**src/bbt_consts.svh**
```systemverilog
// constants for the baseband trigger and i/q path control block
`ifndef BBT_CONSTS_SVH
`define BBT_CONSTS_SVH

// ----------------------------------------
// trigger source and trigger style codes
// ----------------------------------------
`define BBT_SRC_KEY      2'h0
`define BBT_SRC_BUS      2'h1
`define BBT_SRC_EXT      2'h2
`define BBT_MODE_CONT    2'h0
`define BBT_MODE_SINGLE  2'h1
`define BBT_MODE_GATE    2'h2

// ----------------------------------------
// select codes
// ----------------------------------------
`define BBT_POL_NORMAL   1'h0
`define BBT_POL_INVERT   1'h1
`define BBT_IQSRC_EXT    1'h0
`define BBT_IQSRC_INT    1'h1
`define BBT_ATTN_AUTO    1'h0
`define BBT_ATTN_MANUAL  1'h1

// ----------------------------------------
// attenuation in 0.01 dB steps
// ----------------------------------------
`define BBT_ATTN_MIN     13'h0000
`define BBT_ATTN_MAX     13'h0FA0
`define BBT_ATTN_RESET   13'h04B0

// ----------------------------------------
// data path sizes
// ----------------------------------------
`define BBT_IQ_W         16
`define BBT_FIFO_DEPTH   8

`endif

```
**src/bbt_pkg.sv**
```systemverilog
// types shared by the baseband trigger and i/q path control block
`include "bbt_consts.svh"

package bbt_pkg;

  typedef enum logic {
    BBT_IDLE,
    BBT_RUN
  } bbt_run_t;

  typedef logic [`BBT_IQ_W-1:0] bbt_sample_t;

endpackage

```
**src/bbt_iq_path.sv**
```systemverilog
// baseband trigger selection, bit encoder and i/q routing to the modulator
`include "bbt_consts.svh"
`timescale 1ns/1ps
`default_nettype none

// ----------------------------------------
// sample fifo
// ----------------------------------------
module bbt_fifo #(
  parameter int WIDTH = 32,
  parameter int DEPTH = 8
) (
  // clock and reset
  input  wire logic             core_clk,
  input  wire logic             rst_b,
  // filling side
  input  wire logic             inValid,
  input  wire logic [WIDTH-1:0] inData,
  output logic                  inReady,
  // draining side
  output logic                  outValid,
  output logic      [WIDTH-1:0] outData,
  input  wire logic             outReady
);
  localparam int AW = $clog2(DEPTH);

  typedef struct packed {
    logic [AW-1:0] wp;
    logic [AW-1:0] rp;
    logic [AW:0]   cnt;
    logic          inRdy;
    logic          outVld;
  } bbt_fifo_st_t;

  bbt_fifo_st_t     st_r;
  bbt_fifo_st_t     st_nxt;
  logic [WIDTH-1:0] mem [DEPTH];
  logic             push;
  logic             pop;

  assign push     = inValid & st_r.inRdy;
  assign pop      = outReady & st_r.outVld;
  assign inReady  = st_r.inRdy;
  assign outValid = st_r.outVld;
  assign outData  = mem[st_r.rp];

  always_comb begin
    st_nxt        = st_r;
    st_nxt.cnt    = st_r.cnt + (AW+1)'(push) - (AW+1)'(pop);
    st_nxt.inRdy  = st_nxt.cnt != (AW+1)'(DEPTH);
    st_nxt.outVld = st_nxt.cnt != '0;
    if (push) begin
      st_nxt.wp = (st_r.wp == AW'(DEPTH-1)) ? '0 : st_r.wp + AW'(1);
    end
    if (pop) begin
      st_nxt.rp = (st_r.rp == AW'(DEPTH-1)) ? '0 : st_r.rp + AW'(1);
    end
  end

  always_ff @(posedge core_clk or negedge rst_b) begin
    if (!rst_b) begin
      st_r       <= '0;
      st_r.inRdy <= 1'b1;
    end else begin
      st_r <= st_nxt;
    end
  end

  always_ff @(posedge core_clk) begin
    if (push) begin
      mem[st_r.wp] <= inData;
    end
  end
endmodule

// ----------------------------------------
// top level
// ----------------------------------------
module bbt_iq_path
  import bbt_pkg::*;
(
  // clock and reset
  input  wire logic        core_clk,
  input  wire logic        rst_b,
  // trigger sources
  input  wire logic [1:0]  trigSource,
  input  wire logic [1:0]  trigMode,
  input  wire logic        trigKeyPin,
  input  wire logic        busGetPulse,
  input  wire logic        busTrgCmd,
  input  wire logic        extTrigPin,
  input  wire logic        gatePin,
  input  wire logic        runStop,
  output logic             trigEvent,
  output logic             running,
  // data bit stream
  input  wire logic        diff_encode_enable,
  input  wire logic        bitValid,
  input  wire logic        bitIn,
  input  wire logic        bitLast,
  output logic             bitReady,
  output logic             encValid,
  output logic             encBit,
  // clock selection
  input  wire logic        sampleClkExtSel,
  input  wire logic        dataClkExtSel,
  input  wire logic        dataSourceExt,
  input  wire logic [31:0] symbol_rate_setting,
  input  wire logic [2:0]  symbolBits,
  input  wire logic [31:0] dataClkFreqSetting,
  output logic             sampleClkExt,
  output logic             dataClkExt,
  output logic [31:0]      dataClkFreq,
  // i/q samples
  input  wire logic        phaseInvert,
  input  wire logic        intValid,
  input  wire bbt_sample_t intI,
  input  wire bbt_sample_t intQ,
  output logic             intReady,
  input  wire bbt_sample_t extI,
  input  wire bbt_sample_t extQ,
  input  wire logic        iqSrcSel,
  input  wire logic        wideband_input_enable,
  input  wire logic        modEnable,
  input  wire logic        modReady,
  output logic             modOn,
  output logic             wbOn,
  output logic             iqValid,
  output bbt_sample_t      iOut,
  output bbt_sample_t      qOut,
  // attenuation
  input  wire logic        attnManual,
  input  wire logic        attnWrite,
  input  wire logic [15:0] attnWrValue,
  input  wire logic [15:0] attnAutoValue,
  output logic [12:0]      attn
);

  typedef struct packed {
    logic        keyS1;
    logic        keyS2;
    logic        keyPrev;
    logic        extS1;
    logic        extS2;
    logic        extPrev;
    logic        gateS1;
    logic        gateS2;
    bbt_run_t    runSt;
    logic        trigEvt;
    logic        bitRdy;
    logic        prevBit;
    logic        encVld;
    logic        encOut;
    logic        sampExt;
    logic        dataExt;
    logic [31:0] dataFreq;
    logic        modOn;
    logic        wbOn;
    logic        iqVld;
    bbt_sample_t iVal;
    bbt_sample_t qVal;
    logic [12:0] attn;
  } bbt_st_t;

  bbt_st_t     st_r;
  bbt_st_t     st_nxt;
  logic        trigHit;
  logic        bitTake;
  logic        fifoValid;
  logic        fifoPop;
  logic [31:0] fifoData;
  bbt_sample_t qSel;

  function automatic logic [12:0] clampAttn(input logic [15:0] v);
    clampAttn = (v > 16'(`BBT_ATTN_MAX)) ? `BBT_ATTN_MAX : v[12:0];
  endfunction

  // ----------------------------------------
  // internal sample buffer
  // ----------------------------------------
  assign fifoPop = fifoValid & modReady & st_r.modOn & (iqSrcSel == `BBT_IQSRC_INT);

  bbt_fifo #(
    .WIDTH (2*`BBT_IQ_W),
    .DEPTH (`BBT_FIFO_DEPTH)
  ) sampleFifo (
    .core_clk (core_clk),
    .rst_b    (rst_b),
    .inValid  (intValid),
    .inData   ({intI, intQ}),
    .inReady  (intReady),
    .outValid (fifoValid),
    .outData  (fifoData),
    .outReady (fifoPop)
  );

  // ----------------------------------------
  // next state
  // ----------------------------------------
  always_comb begin
    st_nxt        = st_r;
    st_nxt.keyS1  = trigKeyPin;
    st_nxt.keyS2  = st_r.keyS1;
    st_nxt.keyPrev = st_r.keyS2;
    st_nxt.extS1  = extTrigPin;
    st_nxt.extS2  = st_r.extS1;
    st_nxt.extPrev = st_r.extS2;
    st_nxt.gateS1 = gatePin;
    st_nxt.gateS2 = st_r.gateS1;
    bitTake       = bitValid & st_r.bitRdy;
    qSel          = 16'h0000;
    unique case (trigSource)
      `BBT_SRC_KEY: trigHit = st_r.keyS2 & ~st_r.keyPrev;
      `BBT_SRC_BUS: trigHit = busGetPulse | busTrgCmd;
      `BBT_SRC_EXT: trigHit = st_r.extS2 & ~st_r.extPrev;
      default:      trigHit = 1'b0;
    endcase
    st_nxt.trigEvt = trigHit;

    // run control
    unique case (st_r.runSt)
      BBT_IDLE: begin
        if (trigMode == `BBT_MODE_GATE) begin
          if (st_r.gateS2) begin
            st_nxt.runSt = BBT_RUN;
          end
        end else if (trigHit && trigMode != 2'h3) begin
          st_nxt.runSt = BBT_RUN;
        end
      end
      BBT_RUN: begin
        if (runStop) begin
          st_nxt.runSt = BBT_IDLE;
        end else if (trigMode == `BBT_MODE_GATE && !st_r.gateS2) begin
          st_nxt.runSt = BBT_IDLE;
        end else if (trigMode == `BBT_MODE_SINGLE && bitTake && bitLast) begin
          st_nxt.runSt = BBT_IDLE;
        end
      end
    endcase
    st_nxt.bitRdy = st_nxt.runSt == BBT_RUN;

    // bit encoder
    st_nxt.encVld = bitTake;
    if (bitTake) begin
      st_nxt.encOut = diff_encode_enable ? (bitIn ^ st_r.prevBit) : bitIn;
      st_nxt.prevBit = bitLast ? 1'b0 : bitIn;
    end
    if (st_r.runSt == BBT_IDLE) begin
      st_nxt.prevBit = 1'b0;
    end

    // clock selection
    st_nxt.sampExt  = sampleClkExtSel;
    st_nxt.dataExt  = dataClkExtSel;
    st_nxt.dataFreq = dataSourceExt ?
                      32'(symbol_rate_setting * 35'(symbolBits)) :
                      dataClkFreqSetting;

    // i/q routing
    st_nxt.modOn = modEnable;
    st_nxt.wbOn  = wideband_input_enable;
    st_nxt.iqVld = 1'b0;
    if (st_r.modOn) begin
      if (iqSrcSel == `BBT_IQSRC_INT) begin
        if (fifoPop) begin
          qSel = fifoData[`BBT_IQ_W-1:0];
          st_nxt.iVal  = fifoData[2*`BBT_IQ_W-1:`BBT_IQ_W];
          st_nxt.qVal  = (phaseInvert == `BBT_POL_INVERT) ? -qSel : qSel;
          st_nxt.iqVld = 1'b1;
        end
      end else if (st_r.wbOn && modReady) begin
        st_nxt.iVal  = extI;
        st_nxt.qVal  = extQ;
        st_nxt.iqVld = 1'b1;
      end
    end

    // attenuation, independent of any i/q adjustment setting
    if (attnManual == `BBT_ATTN_MANUAL) begin
      if (attnWrite) begin
        st_nxt.attn = clampAttn(attnWrValue);
      end
    end else begin
      st_nxt.attn = clampAttn(attnAutoValue);
    end
  end

  // ----------------------------------------
  // state register
  // ----------------------------------------
  always_ff @(posedge core_clk or negedge rst_b) begin
    if (!rst_b) begin
      st_r      <= '0;
      st_r.attn <= `BBT_ATTN_RESET;
    end else begin
      st_r <= st_nxt;
    end
  end

  assign trigEvent    = st_r.trigEvt;
  assign running      = st_r.bitRdy;
  assign bitReady     = st_r.bitRdy;
  assign encValid     = st_r.encVld;
  assign encBit       = st_r.encOut;
  assign sampleClkExt = st_r.sampExt;
  assign dataClkExt   = st_r.dataExt;
  assign dataClkFreq  = st_r.dataFreq;
  assign modOn        = st_r.modOn;
  assign wbOn         = st_r.wbOn;
  assign iqValid      = st_r.iqVld;
  assign iOut         = st_r.iVal;
  assign qOut         = st_r.qVal;
  assign attn         = st_r.attn;
endmodule

`default_nettype wire

```
**config.mk**
```make
export PLATFORM = sky130hd
export DESIGN_NAME = bbt_iq_path
export DESIGN_NICKNAME = d
export VERILOG_FILES = /design/src/bbt_pkg.sv /design/src/bbt_iq_path.sv
export VERILOG_INCLUDE_DIRS = /design/src
export SDC_FILE = /design/constraint.sdc
export NUM_CORES = 1
export LEC_CHECK = 0
export ABC_AREA = 1
export ABC_CLOCK_PERIOD_IN_PS = 4900
export BUFFER_PORTS_ARGS = -buffer_cell sky130_fd_sc_hd__buf_2
export CORE_UTILIZATION = 62
export CTS_CLUSTER_SIZE = 28
export DETAILED_ROUTE_END_ITERATION = 10
export GPL_ROUTABILITY_DRIVEN = 0
export PLACE_DENSITY = 0.85
export SLEW_MARGIN = 5
export SYNTH_ARGS = -nofsm -noshare
export SYNTH_HDL_FRONTEND = slang
export SYNTH_SLANG_ARGS = --single-unit
export TNS_END_PERCENT = 100
```
**constraint.sdc**
```tcl
create_clock -name core_clk -period 4.9 [get_ports core_clk]
set_input_delay 0.49 -clock core_clk [delete_from_list [all_inputs] [get_ports core_clk]]
set_output_delay 0.49 -clock core_clk [all_outputs]
set_load 0.02 [all_outputs]
```
# Yosys cells after proc, flatten, opt, wreduce, memory -nomap -nowiden
# Memories as Yosys holds them, arrays and structs flattened.
# Index checks and enable logic that the tools add are counted.
# classes
n_addsub,5
n_mul,1
magnitude_cmp,2
eq_ne,11
n_mux,26
bitwise_logic,13
n_reduce_logical,10
# op_table
op,n
$mux 33,4
$mux 13,4
$gt 16x12->1 const B,2
$mul 32x3->32,1
$mux 32,1
$mux 16,1
$neg 16->16,1
$mux 1,12
$and 1x1->1,8
$add 3x1->3 const B,2
$eq 3x3->1 const B,2
$mux 3,2
$ne 2x1->1 const B,3
$logic_and 1x1->1,5
$add 4x1->4,1
$eq 2x1->1 const B,2
$eq 2x2->1 const B,2
$ne 4x4->1 const B,1
$reduce_bool 4->1,1
$sub 4x1->4,1
$not 1->1,3
$pmux 1 s3,1
$reduce_and 3->1,1
$logic_not 2->1,1
6 further kinds,6
# totals
ff_bits,107
ram_bits,256
input_bits,190
out_inout_bits,88
wordCells,96
memories,1
# mem_list
memory,words,width,rd,rd_clocked_by_memory_dff,write_ports,line_no,text
sampleFifo.mem,8,32,1,0,1,bbt_iq_path.sv:37,logic [WIDTH-1:0] mem [DEPTH];

# Longest topological paths before layout
# logic_depth
ltp_word,7
ltp_mapped,18
ltp_nobuf,17

# Cells and area by module
# A second synthesis with hierarchy kept.
# unflattened
hier_cells,2404
hier_area_um2,20090.5
# modules_own_cells
module,instances,cells_each,area_each_um2
bbt_fifo,1,1184,11745.0
bbt_iq_path,1,1220,8345.5

# Worst setup path after synthesis
# Ideal clock, no wire load.
# synth_timing
path_type,input port to flip-flop
start,input port symbolBits[1]
end,register st_r (netlist bit dataClkFreq[26])
setup_time_ns,0.118
arrival_time_ns,2.959
t_required_ns,4.782
path_slack_ns,1.823
path_stages,15
n_path_buf,1
path_cell_list,clkbuf_1 > nand2_1 > inv_1 > fa_1 > ha_1 > fa_1 > nand2_1 > o21ai_1 > a21oi_1 > o21ai_2 > nand3_1 > nand3_1 > or2_2 > nand3_1 > nand2_1
# synth_rtl
element,line_no,text
"start, declared",bbt_iq_path.sv:109,"input wire logic [2:0] symbolBits,"
"end signal, assigned",bbt_iq_path.sv:297,st_r <= st_nxt;
"end, declared",bbt_iq_path.sv:165,bbt_st_t st_r;

==> impl_metrics.toml <==
[grt]
grt_util_met3_pct = 5.23
vias_in_the_first_global_route = 14736
grtUsageTotal_pct = 30.8
grt.overflow.total = 0
met2_track_utilization_from_global_routing_pct = 51.5
maximum_number_of_pins_on_one_net_before_global_route_repair = 78
global_route.peak_usage_layer = "met2"
grt_pass1_wl_um = 74400
antenna_found_initial = 9
met1_routing_resource_usage_after_global_routing_pct = 40.0

[worst_setup_path]
setup.worst_path.start_class = "input port"
timing.critical_path.slowest_stage_cell = "sky130_fd_sc_hd__fa_1"
crit_family = "adder cells"
worst_path_largest_cell_delay_ns = 0.58
timing.critical_path.to_type = "flop"
worst_path_most_repeated_cell = "sky130_fd_sc_hd__nand2_1"
reg2regPathDepth = 13
worst-path-buf-inv = 2
worstSetupPathType = "in -> reg"
critical_path.max_fanout = 30
cp.depth = 13
crit_required_ns = 5.26
worst-endpoint-arrival_ns = 3.56
timing.critical_path.cells = "buf_2 > nand2_1 > fa_1 > inv_1 > ha_1 > a21oi_1 > nand2_1 > a21boi_2 > o21bai_1 > nand2_1 > nand2_1 > xnor2_1 > o21ai_0"

[clock_tree]
cts-root-buf = "sky130_fd_sc_hd__clkbuf_16"
cts_hold_repair.buffers = 0
clkSinkCount = 363
clockBufferDepth = 3
tritoncts_clock_tree = "done"
cts_max_level = 2
clk_latency_ns = 0.54
clk_pin_slew_worst_paths_ns = 0.06
postCtsSetupBuffers = 0
cts.repair.resized = 0
cts_buffers = 39

[timing]
timing.slew.headroom_pct = 12.4
final.period_utilization_pct = 65.2
fin_crit_ns = 3.20
timing.final.hold_violations = 0
fmax_mhz = 313
setup_viol = 0
worst-slew-pin-transition_ns = 1.31
final.setup.tns_ns = 0
drv_slew = 0
rsz0062_at_grt = "false"
finalClockSkew_ns = 0.0265

[placed_design]
dp.final_hpwl_um = 31300
buffers_on_ports = 277
place_area_sq_mm = 0.0199

[yosys]
postSynth.asyncResetShare_pct = 29.5
syn_avg_cell_area_sq_um = 9.47
synth_top_area_cell = "sky130_fd_sc_hd__edfxtp_1"
synth_top_flop_cell = "sky130_fd_sc_hd__edfxtp_1"
synth_area_leaders = "sky130_fd_sc_hd__edfxtp_1 41%, sky130_fd_sc_hd__dfrtp_1 14%, sky130_fd_sc_hd__nand2_1 8.9%"
synth.net_count = 2245
postSynthRegisterBits = 363
synthDominantCellAreaShare_pct = 40.9
synth_area_sq_mm = 0.0188
yosysWarningCount = 0
synth_sequential_area_ratio_pct = 55.2
netlist-cell-type-count = 48
netlist_instances = 1985
synth-edff-count = 256

[layout]
fillerInstances = 2126
final_core_util_pct = 71.2
fin_area_sq_mm = 0.0212
final_cell_mix = "446 x sky130_fd_sc_hd__nand2_1, 276 x sky130_fd_sc_hd__buf_2, 256 x sky130_fd_sc_hd__edfxtp_1, 227 x sky130_fd_sc_hd__inv_1, 168 x sky130_fd_sc_hd__nand3_1"
finalNetCount = 2421
drive_gt1_share_pct = 18.6
syn2layout_area_growth_pct = 12.5
mostFrequentLayoutCell = "sky130_fd_sc_hd__nand2_1"

[job]
maxCapViolations = 0

[drt]
via_count = 14900
drc_errors = 0
antenna_violating_nets_post_route = 0
drt-wirelength-per-cell_um = 18.5
routed_via_density = 5.76
drt_first_iter_violations = 1543
detail_route.first_pass.iterations = 8
sum_of_routed_wire_length_over_all_layers_um = 47900

[min_path]
timing.hold.worst.class = "in -> reg"
number_of_stages_on_the_worst_hold_path = 1

[pwr]
peakVddDrop_v = 0.000355
static-leakage-power_nw = 9.45
cellPowerDensity_mw_per_mm2 = 479

[floorplanning]
die_x_um = 176
fp.dieArea_sq_mm = 0.0310
placeable_area_sq_mm = 0.0297
ioPinCount = 278
placement_rows = 63
floorplan.initialDensity_pct = 63.3
die_h_um = 176

[status]
status = "completed"
==> metal layers <==
layer	part of all wire (%)	routed length [um]
met1	38	18400
met2	50	23800
met3	8.5	4070
met4	3.3	1580
met5	0.073	35
==> cell usage after synthesis (31+ instances only) <==
master                     count
sky130_fd_sc_hd__o21ai_0     118
sky130_fd_sc_hd__fa_1         31
sky130_fd_sc_hd__o221ai_1     32
sky130_fd_sc_hd__ha_1         39
sky130_fd_sc_hd__edfxtp_1    256
sky130_fd_sc_hd__buf_4        83
sky130_fd_sc_hd__clkbuf_1     44
sky130_fd_sc_hd__nor2_1      167
sky130_fd_sc_hd__inv_1       227
sky130_fd_sc_hd__nand3_1     168
sky130_fd_sc_hd__a21oi_1     106
sky130_fd_sc_hd__nand2_1     446
sky130_fd_sc_hd__dfrtp_1     102
==> report_power, final <==
group	switching (mW)	total [mW]	leakage, nW	internal, mW
sequential	0.230	4.00	3.60	3.77
combinational	2.28	3.25	5.24	0.970
clock	1.20	2.88	0.618	1.69
total	3.71	10.1	9.45	6.43
==> registers in the layout, summed over array words and instances, names as in the netlist <==
| name | cells |
|---|---|
| sampleFifo.mem | 256 |
| iOut | 16 |
| encValid | 1 |
| sampleFifo.st_r | 10 |
| st_nxt | 5 |
| trigEvent | 1 |
| sampleFifo.outValid | 1 |
| iqValid | 1 |
| bitReady | 1 |
| dataClkExt | 1 |
| st_r | 4 |
| wbOn | 1 |
| modOn | 1 |
| encBit | 1 |
| sampleFifo.inReady | 1 |
| qOut | 16 |
| attn | 13 |
| dataClkFreq | 32 |
| sampleClkExt | 1 |
==> layout make-up <==
class | count | area [sq um] | share of cell area [%]
clock buffers | 55 | 1090 | 5.17
inverters | 229 | 867 | 4.10
clock inverters | 17 | 184 | 0.869
repair buffers | 295 | 1520 | 7.20
well taps | 390 | 488 | 2.31
multi-input cells | 1233 | 6610 | 31.2
flip-flops and latches | 363 | 10400 | 49.0
diodes | 6 | 15.0 | 0.0710
==> worst paths after layout <==
| check | from | slack (ns) | end |
|---|---|---|---|
| max | symbolBits[2] | 1.70 | dataClkFreq[15]$_DFF_PN0_ |
| max reg2reg | sampleFifo.st_r[6]$_DFFE_PN0N_ | 1.82 | qOut[10]$_DFFE_PN0P_ |
| max in group asynchronous | rst_b | 3.70 | attn[10]$_DFFE_PN1P_ |
| min | wideband_input_enable | 0.06 | wbOn$_DFF_PN0_ |
| min in group asynchronous | rst_b | 0.12 | dataClkFreq[23]$_DFF_PN0_ |
| min reg2reg | st_nxt[91]$_DFF_PN0_ | 0.35 | st_nxt[90]$_DFF_PN0_ |
==> metrics by stage <==
stage                     setup WS (ns)  std cells  hold slack, ns  total power [mW]
after floorplan                    1.82       1985           0.194              6.45
after global routing               1.54       2587          0.0461              10.6
final                              1.70       2588          0.0554              10.1
after CTS                          1.82       2582          0.0429              10.1
after global placement             1.40       2510           0.331              7.06
after detailed placement           1.26       2510           0.336              7.22
==> cell families after synthesis <==
kind of cell	Yosys count	synth area share, %
and+or+nand+nor	845	18.9
adders and majority gates	70	5.90
DFF	363	55.2
buffers and inverters	389	10.1
xor gates and xnor gates	19	0.885
AOI/OAI and AO/OA	299	9.06
(Power assumes the default switching activity.)
